### src/design/twm_defines.vh
// Register map, field positions and constants of the waveform mode control block
//
// Behaviour
// [RQ1] Nonzero output mode routes wave to pin
// [RQ2] Pin driven only when direction bit set
// [RQ3] Non-PWM: disconnect, toggle, clear, set on match
// [RQ4] Fast PWM: 2 non-inverting, 3 inverting
// [RQ5] Mode 1: toggle A only when bit3 set
// [RQ6] Fast PWM: match at TOP ignored, BOTTOM acts
// [RQ7] Phase correct: clear up, set down, or opposite
// [RQ8] Mode 0000 normal, TOP 0xFFFF
// [RQ9] 0100/1100 CTC with A or capture TOP
// [RQ10] 0001-0011 phase correct fixed TOP
// [RQ11] Fast PWM codes; 1101 reserved
// [RQ12] 1000/1001 phase-frequency correct, update BOTTOM
// [RQ13] 1010/1011 phase correct, update TOP
// [RQ14] Mode from regA 1:0 and regB 4:3
// [RQ15] Noise filter needs four equal samples
// [RQ16] Edge select: 0 falling, 1 rising
// [RQ17] Capture copies counter, sets flag
// [RQ18] Capture TOP disables capture input
// [RQ19] Software writes zero to regB bit 5
// [RQ20] Reg A resets zero, bits 3:2 read zero
// [RQ21] Capture pin synchronised before filtering
`ifndef TWM_DEFINES_VH
`define TWM_DEFINES_VH

// Printed offset is not word aligned: kept as an index, byte address is four times it
`define TWM_IDX_CTRL_A     10'h02e
`define TWM_ADDR_CTRL_A    {`TWM_IDX_CTRL_A, 2'b00}
`define TWM_ADDR_CTRL_B    12'h030
`define TWM_ADDR_STATUS    12'h034
`define TWM_ADDR_CAPTURE   12'h038
`define TWM_ADDR_COUNTER   12'h03c
`define TWM_ADDR_CMP_A     12'h040
`define TWM_ADDR_CMP_B     12'h044

`define TWM_CTRL_A_RESET   8'h00
`define TWM_CTRL_B_RESET   8'h00
`define TWM_CTRL_A_WMASK   8'hf3
`define TWM_CTRL_B_WMASK   8'hd8

`define TWM_A_MODE_HI      7
`define TWM_A_MODE_LO      6
`define TWM_B_MODE_HI      5
`define TWM_B_MODE_LO      4
`define TWM_WAVE_LOW_HI    1
`define TWM_WAVE_LOW_LO    0
`define TWM_FILTER_EN_BIT  7
`define TWM_EDGE_SEL_BIT   6
`define TWM_WAVE_HIGH_HI   4
`define TWM_WAVE_HIGH_LO   3
`define TWM_STAT_CAPT_BIT  0
`define TWM_STAT_OVF_BIT   1

`define TWM_TOP_MAX        16'hffff
`define TWM_TOP_8BIT       16'h00ff
`define TWM_TOP_9BIT       16'h01ff
`define TWM_TOP_10BIT      16'h03ff

`define TWM_KIND_NORMAL    3'd0
`define TWM_KIND_CTC       3'd1
`define TWM_KIND_FAST      3'd2
`define TWM_KIND_PHASE     3'd3
`define TWM_KIND_PFC       3'd4
`define TWM_KIND_RSVD      3'd5

`define TWM_TOPSRC_FIXED   2'd0
`define TWM_TOPSRC_CMPA    2'd1
`define TWM_TOPSRC_CAPT    2'd2

`define TWM_AT_IMMEDIATE   2'd0
`define TWM_AT_TOP         2'd1
`define TWM_AT_BOTTOM      2'd2
`define TWM_AT_MAX         2'd3

`define TWM_FILTER_SAMPLES 4

`endif

### src/design/twm_capture_filter.v
// Capture pin synchroniser, noise filter and edge detector
`timescale 1ns/10ps
`include "twm_defines.vh"
module twm_capture_filter #(
   parameter SAMPLES = `TWM_FILTER_SAMPLES
) (
   input  wire clk,
   input  wire resetn,
   input  wire capturePin,
   input  wire filterEn,
   input  wire edgeSelect,
   input  wire enable,
   output reg  captureEvent
);
   reg       syncStage1;
   reg       syncStage2;
   reg [SAMPLES-1:0] history;
   reg       filtered;
   reg       prevLevel;
   wire      allHigh = &history;
   wire      allLow  = ~|history;
   wire      level   = filterEn ? filtered : syncStage2;

   always @(posedge clk or negedge resetn) begin
      if (!resetn) begin
         syncStage1   <= 1'b0;
         syncStage2   <= 1'b0;
         history      <= {SAMPLES{1'b0}};
         filtered     <= 1'b0;
         prevLevel    <= 1'b0;
         captureEvent <= 1'b0;
      end else begin
         syncStage1 <= capturePin; // RQ21
         syncStage2 <= syncStage1; // RQ21
         history    <= {history[SAMPLES-2:0], syncStage2};
         if (allHigh) begin
            filtered <= 1'b1; // RQ15
         end else if (allLow) begin
            filtered <= 1'b0; // RQ15
         end
         prevLevel <= level;
         // Rising when edgeSelect set, falling otherwise
         captureEvent <= enable & (edgeSelect ? (level & ~prevLevel)
                                              : (~level & prevLevel)); // RQ16 RQ18
      end
   end
endmodule // twm_capture_filter

### src/design/twm_output_unit.v
// One compare channel: pin action decode and waveform output flip-flop
`timescale 1ns/10ps
`include "twm_defines.vh"
module twm_output_unit #(
   parameter IS_CHAN_A = 1
) (
   input  wire       clk,
   input  wire       resetn,
   input  wire [1:0] outputMode,
   input  wire [2:0] modeKind,
   input  wire       modeBit3,
   input  wire       match,
   input  wire       matchAtTop,
   input  wire       atBottom,
   input  wire       countingDown,
   input  wire       dirOut,
   output wire       pinOut,
   output wire       pinOe,
   output wire       connected
);
   reg  wave;
   reg  next_wave;
   wire isPwm     = (modeKind == `TWM_KIND_FAST) || (modeKind == `TWM_KIND_PHASE) ||
                    (modeKind == `TWM_KIND_PFC);
   wire toggleOk  = !isPwm || (modeBit3 && (IS_CHAN_A != 0)); // RQ5
   wire useMatch  = match && !((modeKind == `TWM_KIND_FAST) && outputMode[1] &&
                    matchAtTop); // RQ6

   assign connected = (outputMode == 2'd1) ? toggleOk : (outputMode != 2'd0); // RQ1 RQ5
   assign pinOe     = connected & dirOut; // RQ2
   assign pinOut    = wave;

   always @* begin
      next_wave = wave;
      case (modeKind)
         `TWM_KIND_FAST: begin
            if (outputMode[1] && atBottom) begin
               next_wave = ~outputMode[0]; // RQ4
            end
            if (useMatch) begin
               if (outputMode == 2'd1) begin
                  next_wave = wave ^ toggleOk; // RQ5
               end else if (outputMode[1]) begin
                  next_wave = outputMode[0]; // RQ4
               end
            end
         end
         `TWM_KIND_PHASE, `TWM_KIND_PFC: begin
            if (useMatch) begin
               if (outputMode == 2'd1) begin
                  next_wave = wave ^ toggleOk; // RQ5
               end else if (outputMode[1]) begin
                  next_wave = outputMode[0] ^ countingDown; // RQ7
               end
            end
         end
         `TWM_KIND_NORMAL, `TWM_KIND_CTC: begin
            if (match) begin
               case (outputMode)
                  2'd1:    next_wave = ~wave; // RQ3
                  2'd2:    next_wave = 1'b0; // RQ3
                  2'd3:    next_wave = 1'b1; // RQ3
                  default: next_wave = wave;
               endcase
            end
         end
         default: next_wave = wave;
      endcase
   end

   always @(posedge clk or negedge resetn) begin
      if (!resetn) begin
         wave <= 1'b0;
      end else begin
         wave <= next_wave;
      end
   end
endmodule // twm_output_unit

### src/design/twm_mode_control.v
// Waveform mode control: APB registers, mode decode, output and capture units
`timescale 1ns/10ps
`include "twm_defines.vh"
module twm_mode_control (
   input  wire        clk,
   input  wire        resetn,
   input  wire        psel,
   input  wire        penable,
   input  wire        pwrite,
   input  wire [11:0] paddr,
   input  wire [31:0] pwdata,
   output wire        pready,
   output reg  [31:0] prdata,
   output wire        pslverr,
   input  wire [15:0] counterValue,
   input  wire [15:0] compareValueA,
   input  wire [15:0] compareValueB,
   input  wire        matchA,
   input  wire        matchB,
   input  wire        countingDown,
   input  wire        dirOutA,
   input  wire        dirOutB,
   input  wire        capturePin,
   output wire        chanAWaveOut,
   output wire        chanAWaveOe,
   output wire        chanBWaveOut,
   output wire        chanBWaveOe,
   output reg  [15:0] topValue,
   output reg  [2:0]  modeKind,
   output reg  [1:0]  compareUpdateAt,
   output reg  [1:0]  overflowAt,
   output reg  [15:0] captureRegister,
   output reg         captureFlag,
   output wire        captureEnabled,
   output reg         overflowFlag
);
   reg  [7:0]  waveformOutputControl;
   reg  [7:0]  captureAndModeControl;
   reg  [1:0]  topSource;
   reg  [15:0] fixedTop;
   wire [3:0]  waveformMode;
   wire        captureEvent;
   wire        apbWrite = psel & penable & pwrite;
   wire        apbRead  = psel & penable & ~pwrite;
   wire        atBottom = (counterValue == 16'h0000);
   wire        atTop    = (counterValue == topValue);
   wire        atMax    = (counterValue == `TWM_TOP_MAX);
   reg         ovfEvent;

   function mapped;
      input [11:0] addr;
      begin
         mapped = (addr == `TWM_ADDR_CTRL_A) || (addr == `TWM_ADDR_CTRL_B) ||
                  (addr == `TWM_ADDR_STATUS) || (addr == `TWM_ADDR_CAPTURE) ||
                  (addr == `TWM_ADDR_COUNTER) || (addr == `TWM_ADDR_CMP_A) ||
                  (addr == `TWM_ADDR_CMP_B);
      end
   endfunction

   function eventAt;
      input [1:0] point;
      input       top;
      input       bottom;
      input       max;
      begin
         case (point)
            `TWM_AT_TOP:    eventAt = top;
            `TWM_AT_BOTTOM: eventAt = bottom;
            `TWM_AT_MAX:    eventAt = max;
            default:        eventAt = 1'b0;
         endcase
      end
   endfunction

   assign pready  = 1'b1;
   assign pslverr = psel & penable & ~mapped(paddr);

   assign waveformMode = {captureAndModeControl[`TWM_WAVE_HIGH_HI:`TWM_WAVE_HIGH_LO],
                          waveformOutputControl[`TWM_WAVE_LOW_HI:`TWM_WAVE_LOW_LO]}; // RQ14

   // Mode table
   always @* begin
      modeKind        = `TWM_KIND_RSVD;
      topSource       = `TWM_TOPSRC_FIXED;
      fixedTop        = `TWM_TOP_MAX;
      compareUpdateAt = `TWM_AT_IMMEDIATE;
      overflowAt      = `TWM_AT_MAX;
      case (waveformMode)
         4'b0000: begin
            modeKind = `TWM_KIND_NORMAL; // RQ8
         end
         4'b0100: begin
            modeKind  = `TWM_KIND_CTC; // RQ9
            topSource = `TWM_TOPSRC_CMPA;
         end
         4'b1100: begin
            modeKind  = `TWM_KIND_CTC; // RQ9
            topSource = `TWM_TOPSRC_CAPT;
         end
         4'b0001, 4'b0010, 4'b0011: begin
            modeKind        = `TWM_KIND_PHASE; // RQ10
            compareUpdateAt = `TWM_AT_TOP;
            overflowAt      = `TWM_AT_BOTTOM;
         end
         4'b0101, 4'b0110, 4'b0111: begin
            modeKind        = `TWM_KIND_FAST; // RQ11
            compareUpdateAt = `TWM_AT_TOP;
            overflowAt      = `TWM_AT_TOP;
         end
         4'b1110, 4'b1111: begin
            modeKind        = `TWM_KIND_FAST; // RQ11
            topSource       = waveformMode[0] ? `TWM_TOPSRC_CMPA : `TWM_TOPSRC_CAPT;
            compareUpdateAt = `TWM_AT_TOP;
            overflowAt      = `TWM_AT_TOP;
         end
         4'b1000, 4'b1001: begin
            modeKind        = `TWM_KIND_PFC; // RQ12
            topSource       = waveformMode[0] ? `TWM_TOPSRC_CMPA : `TWM_TOPSRC_CAPT;
            compareUpdateAt = `TWM_AT_BOTTOM;
            overflowAt      = `TWM_AT_BOTTOM;
         end
         4'b1010, 4'b1011: begin
            modeKind        = `TWM_KIND_PHASE; // RQ13
            topSource       = waveformMode[0] ? `TWM_TOPSRC_CMPA : `TWM_TOPSRC_CAPT;
            compareUpdateAt = `TWM_AT_TOP;
            overflowAt      = `TWM_AT_BOTTOM;
         end
         default: begin
            modeKind = `TWM_KIND_RSVD; // RQ11
         end
      endcase
      // Fixed widths share low bits across phase correct and fast PWM
      case (waveformMode)
         4'b0001, 4'b0101: fixedTop = `TWM_TOP_8BIT; // RQ10 RQ11
         4'b0010, 4'b0110: fixedTop = `TWM_TOP_9BIT; // RQ10 RQ11
         4'b0011, 4'b0111: fixedTop = `TWM_TOP_10BIT; // RQ10 RQ11
         default:          fixedTop = `TWM_TOP_MAX; // RQ8
      endcase
      case (topSource)
         `TWM_TOPSRC_CMPA: topValue = compareValueA;
         `TWM_TOPSRC_CAPT: topValue = captureRegister;
         default:          topValue = fixedTop;
      endcase
      ovfEvent = eventAt(overflowAt, atTop, atBottom, atMax);
   end

   assign captureEnabled = (topSource != `TWM_TOPSRC_CAPT); // RQ18

   // Registers
   always @(posedge clk or negedge resetn) begin
      if (!resetn) begin
         waveformOutputControl <= `TWM_CTRL_A_RESET; // RQ20
         captureAndModeControl <= `TWM_CTRL_B_RESET;
      end else if (apbWrite) begin
         if (paddr == `TWM_ADDR_CTRL_A) begin
            waveformOutputControl <= pwdata[7:0] & `TWM_CTRL_A_WMASK; // RQ20
         end
         if (paddr == `TWM_ADDR_CTRL_B) begin
            captureAndModeControl <= pwdata[7:0] & `TWM_CTRL_B_WMASK; // RQ19
         end
      end
   end

   // Capture and overflow; hardware set wins over software clear
   always @(posedge clk or negedge resetn) begin
      if (!resetn) begin
         captureRegister <= 16'h0000;
         captureFlag     <= 1'b0;
         overflowFlag    <= 1'b0;
      end else begin
         if (captureEvent) begin
            captureRegister <= counterValue; // RQ17
         end else if (apbWrite && paddr == `TWM_ADDR_CAPTURE && !captureEnabled) begin
            captureRegister <= pwdata[15:0];
         end
         if (captureEvent || (!captureEnabled && atTop)) begin
            captureFlag <= 1'b1; // RQ17
         end else if (apbWrite && paddr == `TWM_ADDR_STATUS &&
                      pwdata[`TWM_STAT_CAPT_BIT]) begin
            captureFlag <= 1'b0;
         end
         if (ovfEvent) begin
            overflowFlag <= 1'b1;
         end else if (apbWrite && paddr == `TWM_ADDR_STATUS &&
                      pwdata[`TWM_STAT_OVF_BIT]) begin
            overflowFlag <= 1'b0;
         end
      end
   end

   always @* begin
      prdata = 32'h00000000;
      if (apbRead) begin
         case (paddr)
            `TWM_ADDR_CTRL_A:  prdata = {24'h000000, waveformOutputControl};
            `TWM_ADDR_CTRL_B:  prdata = {24'h000000, captureAndModeControl};
            `TWM_ADDR_STATUS:  prdata = {30'h00000000, overflowFlag, captureFlag};
            `TWM_ADDR_CAPTURE: prdata = {16'h0000, captureRegister};
            `TWM_ADDR_COUNTER: prdata = {16'h0000, counterValue};
            `TWM_ADDR_CMP_A:   prdata = {16'h0000, compareValueA};
            `TWM_ADDR_CMP_B:   prdata = {16'h0000, compareValueB};
            default:           prdata = 32'h00000000;
         endcase
      end
   end

   twm_capture_filter u_capture (
      .clk          (clk),
      .resetn       (resetn),
      .capturePin   (capturePin),
      .filterEn     (captureAndModeControl[`TWM_FILTER_EN_BIT]),
      .edgeSelect   (captureAndModeControl[`TWM_EDGE_SEL_BIT]),
      .enable       (captureEnabled),
      .captureEvent (captureEvent)
   );

   twm_output_unit #(.IS_CHAN_A(1)) u_chan_a (
      .clk          (clk),
      .resetn       (resetn),
      .outputMode   (waveformOutputControl[`TWM_A_MODE_HI:`TWM_A_MODE_LO]),
      .modeKind     (modeKind),
      .modeBit3     (waveformMode[3]),
      .match        (matchA),
      .matchAtTop   (compareValueA == topValue),
      .atBottom     (atBottom),
      .countingDown (countingDown),
      .dirOut       (dirOutA),
      .pinOut       (chanAWaveOut),
      .pinOe        (chanAWaveOe),
      .connected    ()
   );

   twm_output_unit #(.IS_CHAN_A(0)) u_chan_b (
      .clk          (clk),
      .resetn       (resetn),
      .outputMode   (waveformOutputControl[`TWM_B_MODE_HI:`TWM_B_MODE_LO]),
      .modeKind     (modeKind),
      .modeBit3     (waveformMode[3]),
      .match        (matchB),
      .matchAtTop   (compareValueB == topValue),
      .atBottom     (atBottom),
      .countingDown (countingDown),
      .dirOut       (dirOutB),
      .pinOut       (chanBWaveOut),
      .pinOe        (chanBWaveOe),
      .connected    ()
   );
endmodule // twm_mode_control

### config.mk
export PLATFORM = sky130hd
export DESIGN_NAME = twm_mode_control
export DESIGN_NICKNAME = d
export VERILOG_FILES = /design/src/design/twm_capture_filter.v /design/src/design/twm_output_unit.v /design/src/design/twm_mode_control.v
export VERILOG_INCLUDE_DIRS = /design/src /design/src/design
export SDC_FILE = /design/constraint.sdc
export NUM_CORES = 1
export LEC_CHECK = 0
export ABC_AREA = 0
export BUFFER_PORTS_ARGS = -buffer_cell sky130_fd_sc_hd__clkbuf_2
export CORE_MARGIN = 10
export CORE_UTILIZATION = 53
export CTS_BUF_LIST = sky130_fd_sc_hd__clkbuf_16
export CTS_CLUSTER_DIAMETER = 120
export DETAILED_ROUTE_END_ITERATION = 8
export GPL_TIMING_DRIVEN = 0
export PLACE_DENSITY = 0.95
export SYNTH_ARGS = -nofsm -noshare
export SYNTH_HDL_FRONTEND = slang
export SYNTH_SLANG_ARGS = --single-unit
### constraint.sdc
create_clock -name clk -period 5.7 [get_ports clk]
set_clock_uncertainty 0.1 [all_clocks]
set_input_delay 0.855 -clock clk [delete_from_list [all_inputs] [get_ports clk]]
set_output_delay 0.855 -clock clk [all_outputs]
set_load 0.02 [all_outputs]
==> Word-level counts from Yosys, hierarchy flattened <==
Cells that the tools add are included.
{ "totals": {"word_cells": 181, "ff_bits": 39, "in_bits": 103} }
{ "op_classes": {"bitwise": 21, "muxes": 42, "reduce_logical": 55, "n_eq_ne": 50} }
{ "ops": {"columns": ["op", "n"], "rows": [
  ["$pmux 16 s7", 1],
  ["$eq 12x6->1 const B", 4],
  ["$eq 16x16->1", 3],
  ["$pmux 16 s3", 1],
  ["$mux 16", 2],
  ["$mux 32", 1],
  ["$pmux 16 s2", 1],
  ["$eq 4x4->1 const B", 7],
  ["$mux 1", 26],
  ["$eq 12x7->1 const B", 2],
  ["$eq 16x16->1 const B", 1],
  ["$eq 4x3->1 const B", 4],
  ["$logic_not 16->1", 1],
  ["$pmux 1 s3", 5],
  ["$pmux 3 s5", 1],
  ["$eq 2x2->1 const B", 7],
  ["$logic_and 1x1->1", 14],
  ["$reduce_or 2->1", 7],
  ["$eq 12x8->1 const B", 1],
  ["$logic_or 1x1->1", 10],
  ["$reduce_and 5->1", 2],
  ["$reduce_bool 2->1", 5],
  ["$reduce_or 10->1", 1],
  ["$reduce_or 5->1", 2],
  ["other kinds (25)", 59]
]} }

==> Longest topological paths before layout <==
Gate-level depths: netlist of the first run.
{ "depth": {"ltp_word": 12, "ltp_mapped": 18, "depth_no_buf": 13} }

==> By module <==
From an unflattened synthesis of the first run, not the netlist that was laid out.
{ "unflattened": {"cells_unflattened": 497, "area_unflattened_um2": 4078.9} }
{ "by_module_without_submodules": {"columns": ["mod", "seq_area_each_um2", "area_per_inst_um2", "n_inst", "cells_per_inst"], "rows": [
  ["twm_mode_control", 700.7, 3283.1, 1, 407],
  ["twm_capture_filter", 225.2, 287.8, 1, 17],
  ["twm_output_unit (u_chan_b)", 25.0, 256.5, 1, 37],
  ["twm_output_unit (u_chan_a)", 25.0, 251.5, 1, 36]
]} }

==> Worst setup path after synthesis of the first run <==
No wires, ideal clock.
{ "synth_timing": {"kind": "input port to output port", "start": "input paddr[9]", "end": "output prdata[3]", "path_slack_ns": 1.469, "required_time_ns": 4.745, "stages": 10, "t_arrival_ns": 3.276, "path_cell_list": "nor4_1 nand2_1 nor3_1 nand2_1 nor3b_2 nor4_1 or3_1 clkbuf_1 clkbuf_1 a211oi_1"} }
{ "synth_between": {"elab_chain_cells": 3} }
{ "synth_rtl": {"columns": ["item", "line_no", "source"], "rows": [
  ["from (decl)", "twm_mode_control.v:10", "input wire [11:0] paddr,"],
  ["$eq 12x7->1 (tied with other cells)", "twm_mode_control.v:194", "case (paddr)"],
  ["$pmux 16 s7 *", "twm_mode_control.v:194", null],
  ["$mux 32 *", "twm_mode_control.v:193", "if (apbRead) begin"],
  ["to (decl)", "twm_mode_control.v:13", "output reg [31:0] prdata,"]
]} }
Every way passes the cells marked *; elsewhere a longest branch is shown, timed or not.

==> summary.txt, run 1 <==
Die
  • Die height: roughly 110 µm
  • IO Count: between 150 and 200
  • FP Rows: 32
  • Die X-Extent: approximately 110 µm
  • Die outline area: 12000 µm²
  • Core region area: between 7000 and 8000 µm²
  • Starting Density: around 55%

Routing
  • Number of search-and-repair iterations in the first detailed-routing pass: 9
  • Count of nets left with antenna violations after detail routing: 0
  • Drt via density: between 6 and 7
  • Final routed DRC violation total: 0
  • DR iter-0 viols: 728
  • Routed wire per std cell: between 20 and 25 µm
  • Drt total wl: 19.7 mm
  • Total number of vias: 5357

Setup path
  • Most used cell, CP: sky130_fd_sc_hd__clkbuf_1
  • Cell at the slowest stage of the critical path: sky130_fd_sc_hd__o41ai_1
  • CP cell instances: clkbuf_1 -> clkbuf_1 -> or2_2 -> o21ai_0 -> ha_1 -> buf_4 -> buf_2 -> buf_1 -> nor2_1 -> a311oi_1 -> o2111ai_1 -> o41ai_1 -> o21bai_1 -> a21oi_1 -> mux2_2
  • Critical Path AT: roughly 5.4 ns
  • CP required: between 5 and 6 ns
  • Critical path's largest stage delay: 0.96 ns
  • Nature of the critical path endpoint: flip-flop
  • Critical Path Source Type: flip-flop
  • Critical path class: flip-flop to flip-flop
  • Biggest fanout along the worst timing path: 10

Run
  • Maxcap violations: 0

Synthesis
  • Count of state elements after synthesis: 39
  • Top FF cell, synth: sky130_fd_sc_hd__dfrtp_1
  • Netlist Area Pre-Place: roughly 4300 µm²
  • EDFF count, synth: 0
  • Largest cells by area after synthesis: sky130_fd_sc_hd__dfrtp_1 (23%), sky130_fd_sc_hd__xnor2_1 (5.8%), sky130_fd_sc_hd__a221oi_1 (5.6%), sky130_fd_sc_hd__a21oi_1 (4.6%), sky130_fd_sc_hd__mux2_2 (4.2%)
  • Async set-reset flop share out of synthesis: 100%
  • Sequential element share of the synthesized area: about 23%
  • Count of synthesis-stage warnings from yosys: 0
  • Post-synthesis average cell area: just over 8 µm²
  • Area share of the largest cell type after synthesis: between 20% and 30%
  • Number of library cell types mapped by synthesis: 73
  • Cell type with the largest total area after synthesis: sky130_fd_sc_hd__dfrtp_1
  • Gate Count Post-Synth: approximately 520

Timing
  • Unrepaired setup endpoints after global routing: false
  • Worst hold margin: between 0.2 and 0.3 ns
  • Hold Violations, Final: 0
  • Final count of negative-setup-slack endpoints: 0
  • Setup slack of the critical path after layout: ~0.42 ns
  • Post-layout min period: ~5.3 ns
  • Tightest Pin Transition: 1.07 ns
  • Fmax: 0.189 GHz
  • Final setup TNS: 0 ns
  • Pins Over Slew Limit: 0
  • Slew headroom: approximately 28%
  • Final clock period utilization by the worst path: 92.6%

Finish
  • Leading cell types in the layout, fill and taps excluded: sky130_fd_sc_hd__clkbuf_2 (149), sky130_fd_sc_hd__a21oi_1 (39), sky130_fd_sc_hd__dfrtp_1 (39), sky130_fd_sc_hd__inv_1 (37), sky130_fd_sc_hd__nor2_1 (34)
  • Area taken by flip-flops and latches: 976 µm²
  • Fraction of layout cells with a size suffix above 1: between 30% and 40%
  • Multi-input gate area: around 2900 µm²
  • Fill count: between 600 and 700
  • Diodes inserted: 0
  • Most common cell after layout, fill and taps aside: sky130_fd_sc_hd__clkbuf_2
  • Area growth from synthesis to final layout: 25.9%
  • Final Net Count: 801
  • Final standard cell utilization of the core: around 69%

Global route
  • Largest net degree at the start of global routing: 40
  • First-pass GRT wire length: ~29 mm
  • Congestion Overflow GR: 0
  • Global router's overall resource usage: a little under a third
  • Via count of the first global-routing pass: approximately 5200
  • Initial antenna violation count: 0

Clock tree
  • Hold-fix buffers, CTS: 0
  • Clock latency on the worst-skew pair: roughly 0.29 ns
  • Library cell used as clock root buffer: sky130_fd_sc_hd__clkbuf_16
  • Max clock buf depth: 2
  • Resized cells post-CTS: 0
  • Setup fix buffers added after clock tree synthesis: 0
  • H-tree lvl count: 2
  • Total number of clock tree sinks: 39
  • Clock buffers created by TritonCTS: 5
  • Clk pin slew, worst setup/hold paths: around 0.070 ns
  • CTS tree: done

Power
  • LEAKAGE: roughly 2.3 nW
  • Power Density: around 170 nW/µm²
  • Worst vdd ir: between 100 and 150 µV

Placement
  • PortBufs: roughly 150
  • Final HPWL DP: 15.6 mm
  • RePlAce Congestion: ~1
  • Setup slack at placement: about 0.75 ns

Status
  • Result of the run: finished, final reports clean

Worst hold path
  • Worst min-delay path class: flip-flop to flip-flop
per-layer routing:
metal,global-route usage (%),share of wire [%]
met4,9.57,2.6
met1,38.3,37
met5,0,0
met2,51.7,47
met3,8.43,13
metrics by stage:
step | cells | cell area [µm²] | total power [mW]
after CTS | 796 | 5360 | 0.893
final | 796 | 5360 | 0.905
after global routing | 796 | 5360 | 0.929
after global placement | 788 | 5180 | 0.552
after floorplan | 537 | 4310 | 0.444
after detailed placement | 788 | 5180 | 0.558
registers in the layout, indices dropped and copies added (netlist names), named ones only:
name                    flops
u_capture.filtered          1
overflowFlag                1
u_capture.syncStage2        1
waveformOutputControl       6
u_capture.syncStage1        1
captureRegister            16
captureFlag                 1
captureAndModeControl       4
u_capture.prevLevel         1
u_capture.captureEvent      1
u_capture.history           4
final cells by class:
class                   count  area share (%)
flip-flops and latches     39            18.2
inverters                  38            2.66
plain buffers              57            6.14
well taps                 102            2.38
clock buffers               5            2.34
multi-input cells         403            53.5
repair buffers            149            13.9
clock inverters             3           0.864
path summary, 6_finish.rpt:
| path | to | slack, ns | from | cells after the start |
|---|---|---|---|---|
| max | flip-flop | 0.42 | waveformOutputControl[0]$_DFFE_PN0P_ | 15 |
| min in group asynchronous | captureRegister[2]$_DFFE_PN0P_ | 0.63 | resetn | 1 |
| min | u_capture.syncStage2$_DFF_PN0_ | 0.26 | u_capture.syncStage1$_DFF_PN0_ | 0 |
| max in group asynchronous | captureAndModeControl[7]$_DFFE_PN0P_ | 4.21 | resetn | 1 |
| min reg2reg | u_capture.syncStage2$_DFF_PN0_ | 0.26 | u_capture.syncStage1$_DFF_PN0_ | 0 |
| max reg2reg | flip-flop | 0.42 | waveformOutputControl[0]$_DFFE_PN0P_ | 15 |
critical path: cells and delay by family (launching register included):
kind	cells	cell delay, ns
compound gates	6	2.00
mux	1	0.28
buf+inv	5	1.74
simple gates	2	0.40
fa+ha+maj	1	0.30
flops	1	0.34
where the power goes:
part | switching [mW] | total, mW | internal (mW) | leakage [nW]
Clock | 0.135 | 0.344 | 0.209 | 0.0804
Combinational | 0.141 | 0.227 | 0.0859 | 1.79
Sequential | 0.0385 | 0.335 | 0.296 | 0.475
synth_stat cells (all sizes together), types with 2 or more instances:
master	number
xor2	3
mux2	16
a222oi	8
nand3b	3
o21ai	15
clkbuf	28
nor2	34
nor3	22
buf	29
and2	5
conb	2
a221o	3
a21oi	39
o22ai	11
nor3b	6
nand4	5
a21o	4
or2	3
a311oi	3
ha	5
o41ai	2
o211ai	4
nor4	12
a211oi	7
nand2	25
a22oi	4
inv	37
nor4bb	2
o21bai	2
xnor2	28
or4	2
o2111ai	3
dfrtp	39
nand3	11
or3	2
o221ai	2
a221oi	38
nor4b	4
nor2b	5
and4	2
nand2b	7
a31oi	5
o21a	2
mux2i	12
a31o	3
logic make-up (layout without fill, tap and decap cells):
family | after synthesis | in the layout | synth area share (%)
buffers and inverters | 95 | 252 | 11.1
AND/OR/NAND/NOR | 153 | 153 | 19.6
flip-flops | 39 | 39 | 22.9
other | 2 | 17 | 0.176
multiplexers | 28 | 28 | 7.06
XOR/XNOR | 31 | 31 | 6.38
adder cells (fa/ha/maj) | 5 | 5 | 1.47
AO/OA/AOI/OAI | 169 | 169 | 31.3
No activity file was read; power rests on OpenSTA's default activity.
==> run 2, diff against run 1 <==
--- a/config.mk
+++ b/config.mk
@@ -8,10 +8,9 @@
 export LEC_CHECK = 0
 export ABC_AREA = 0
 export BUFFER_PORTS_ARGS = -buffer_cell sky130_fd_sc_hd__clkbuf_2
-export CORE_MARGIN = 10
+export CORE_MARGIN = 2
 export CORE_UTILIZATION = 53
-export CTS_BUF_LIST = sky130_fd_sc_hd__clkbuf_16
-export CTS_CLUSTER_DIAMETER = 120
+export CTS_CLUSTER_DIAMETER = 40
 export DETAILED_ROUTE_END_ITERATION = 8
 export GPL_TIMING_DRIVEN = 0
 export PLACE_DENSITY = 0.95
==> run 2 against run 1 <==
Routed wire length decreased by 9.1%. Sequential cell count unchanged. Clock-buffer cell count unchanged. Clock power decreased by 24%. Non-clock buffer count unchanged. Sequential power about the same. Register-to-register slack improved by 0.16 ns. Critical path type unchanged. Largest power group is now registers.
==> summary.txt, run 2 (synthesis results as in run 1) <==
Routing
  • Highest metal layer used by the detailed router: met4
  • Count of nets left with antenna violations after detail routing: 0
  • DR iter-0 viols: around 670
  • Met2 layer wire length in the routed design: between 8 and 9 mm
  • Drt total wl: approximately 18 mm
  • Number of search-and-repair iterations in the first detailed-routing pass: 6
  • DR WL met3: approximately 2.4 mm
  • Wire length the detailed router placed on met1: ~6.6 mm
  • Total number of vias: approximately 5300
  • Routed wire per std cell: about 22 µm
  • Final routed DRC violation total: 0
  • Drt via density: approximately 6.7

Setup path
  • CP required: between 5 and 6 ns
  • Critical path's largest stage delay: around 0.96 ns
  • Biggest fanout along the worst timing path: 10
  • Critical Path AT: 5.22 ns
  • Most used cell, CP: sky130_fd_sc_hd__clkbuf_1
  • Nature of the critical path endpoint: flip-flop
  • Critical Path Source Type: flip-flop
  • Buffers plus inverters on the worst setup path: 5
  • Kind of cell adding the most delay to the critical path: compound AO/OA/AOI/OAI gates
  • Critical path class: flip-flop to flip-flop
  • CP cell instances: clkbuf_1 -> clkbuf_1 -> nand2b_1 -> o21ai_0 -> ha_1 -> buf_4 -> buf_2 -> buf_1 -> nor2_1 -> a311oi_1 -> o2111ai_1 -> o41ai_1 -> o21bai_1 -> a21oi_1 -> mux2_2
  • Cell at the slowest stage of the critical path: sky130_fd_sc_hd__o41ai_1

Timing
  • Tightest Pin Transition: 1.07 ns
  • Fmax: 0.195 GHz
  • Worst hold margin: around 0.28 ns
  • Final setup TNS: 0 ns
  • Setup slack of the critical path after layout: roughly 0.58 ns
  • Slew headroom: roughly 28%
  • Hold Violations, Final: 0
  • Unrepaired setup endpoints after global routing: false
  • Final clock period utilization by the worst path: between 80 and 90%
  • Pins Over Slew Limit: 0
  • Post-layout min period: about 5.1 ns
  • Final count of negative-setup-slack endpoints: 0

Finish
  • Most common cell after layout, fill and taps aside: sky130_fd_sc_hd__clkbuf_2
  • Largest reg by FF count: captureRegister
  • Fraction of layout cells with a size suffix above 1: about a third
  • Fill count: roughly 660
  • Diodes inserted: 0
  • Non-filler instance count after layout: a little under 800
  • Final non-filler cell area: between 5000 and 6000 µm²
  • Leading cell types in the layout, fill and taps excluded: sky130_fd_sc_hd__clkbuf_2 (149), sky130_fd_sc_hd__a21oi_1 (39), sky130_fd_sc_hd__dfrtp_1 (39), sky130_fd_sc_hd__inv_1 (37), sky130_fd_sc_hd__nor2_1 (34)
  • Largest register FFs: 16
  • Multi-input gate area: 2860 µm²
  • Final standard cell utilization of the core: around 68%
  • Biggest registers after layout: captureRegister (16), waveformOutputControl (6)
  • Area growth from synthesis to final layout: 24.6%
  • Area taken by flip-flops and latches: 976 µm²
  • Final Net Count: around 800

Clock tree
  • Setup fix buffers added after clock tree synthesis: 0
  • Library cell used as clock root buffer: sky130_fd_sc_hd__clkbuf_8
  • Total number of clock tree sinks: 39
  • Hold-fix buffers, CTS: 0
  • Clk pin slew, worst setup/hold paths: about 0.11 ns
  • Resized cells post-CTS: 0
  • Max clock buf depth: 2
  • Clock buffers created by TritonCTS: 5
  • CTS tree: done
  • Clock latency on the worst-skew pair: around 0.32 ns
  • H-tree lvl count: 2

Die
  • IO Count: between 150 and 200
  • Die X-Extent: roughly 94 µm
  • Die outline area: roughly 9000 µm²
  • Die height: 93.6 µm
  • Core region area: about 7800 µm²
  • FP Rows: 32
  • Starting Density: between 50% and 60%

Placement
  • Total instance count after detailed placement: about 800
  • RePlAce Congestion: 1.06
  • PortBufs: 149
  • Setup slack at placement: around 0.84 ns
  • Dpl cell area: between 5000 and 6000 µm²
  • Final HPWL DP: 13.8 mm

Global route
  • Global router's overall resource usage: roughly two fifths
  • Largest net degree at the start of global routing: 40
  • Initial antenna violation count: 0
  • First-pass GRT wire length: approximately 27 mm
  • Congestion Overflow GR: 0
  • Via count of the first global-routing pass: 4974

Power
  • Power consumption: 0.821 mW
  • Power Density: about 150 nW/µm²
  • Worst vdd ir: between 100 and 150 µV
  • LEAKAGE: between 2 and 2.5 nW

Status
  • Result of the run: finished, final reports clean

Worst hold path
  • Worst min-delay path class: flip-flop to flip-flop

Run
  • Maxcap violations: 0
run 2: cell count changes in the layout (fill, tap and decap cells not counted):
cell / previous run / this run
sky130_fd_sc_hd__clkbuf_16: 5 / 0
sky130_fd_sc_hd__clkbuf_8: 0 / 5
sky130_fd_sc_hd__clkinv_4: 0 / 1
sky130_fd_sc_hd__clkinvlp_4: 1 / 0
run 2: area by class of cell:
class	instances	share of cell area, %
clock buffer	5	1.30
multi-input combinational	403	54.0
tap	102	2.41
clock inverter	3	0.897
buffer	57	6.21
inverter	38	2.69
timing repair buffer	149	14.1
sequential	39	18.4
run 2: metal layers:
metal | vias up | global-route usage, %
met3 | 88 | 8.06
met1 | 2504 | 52.2
met5 | - | 0
li1 | 2294 | -
met2 | 461 | 65.4
met4 | 0 | 15.1
run 2: where the power goes:
part | switching, mW | leakage (nW) | total, mW | internal (mW)
Sequential | 0.0402 | 0.475 | 0.336 | 0.296
Combinational | 0.139 | 1.79 | 0.225 | 0.0859
Clock | 0.127 | 0.0587 | 0.260 | 0.133
Total | 0.306 | 2.32 | 0.821 | 0.515
run 2: worst paths after layout:
kind	from	endpoint	slack [ns]	cells past startpoint
setup / recovery	waveformOutputControl[1]$_DFFE_PN0P_	flip-flop	0.58	15
hold / removal	u_capture.syncStage1$_DFF_PN0_	u_capture.syncStage2$_DFF_PN0_	0.28	0
setup reg to reg	waveformOutputControl[1]$_DFFE_PN0P_	flip-flop	0.58	15
hold reg to reg	u_capture.syncStage1$_DFF_PN0_	u_capture.syncStage2$_DFF_PN0_	0.28	0
max in group asynchronous	resetn	u_capture.history[2]$_DFF_PN0_	4.24	1
min in group asynchronous	resetn	captureRegister[2]$_DFFE_PN0P_	0.59	1
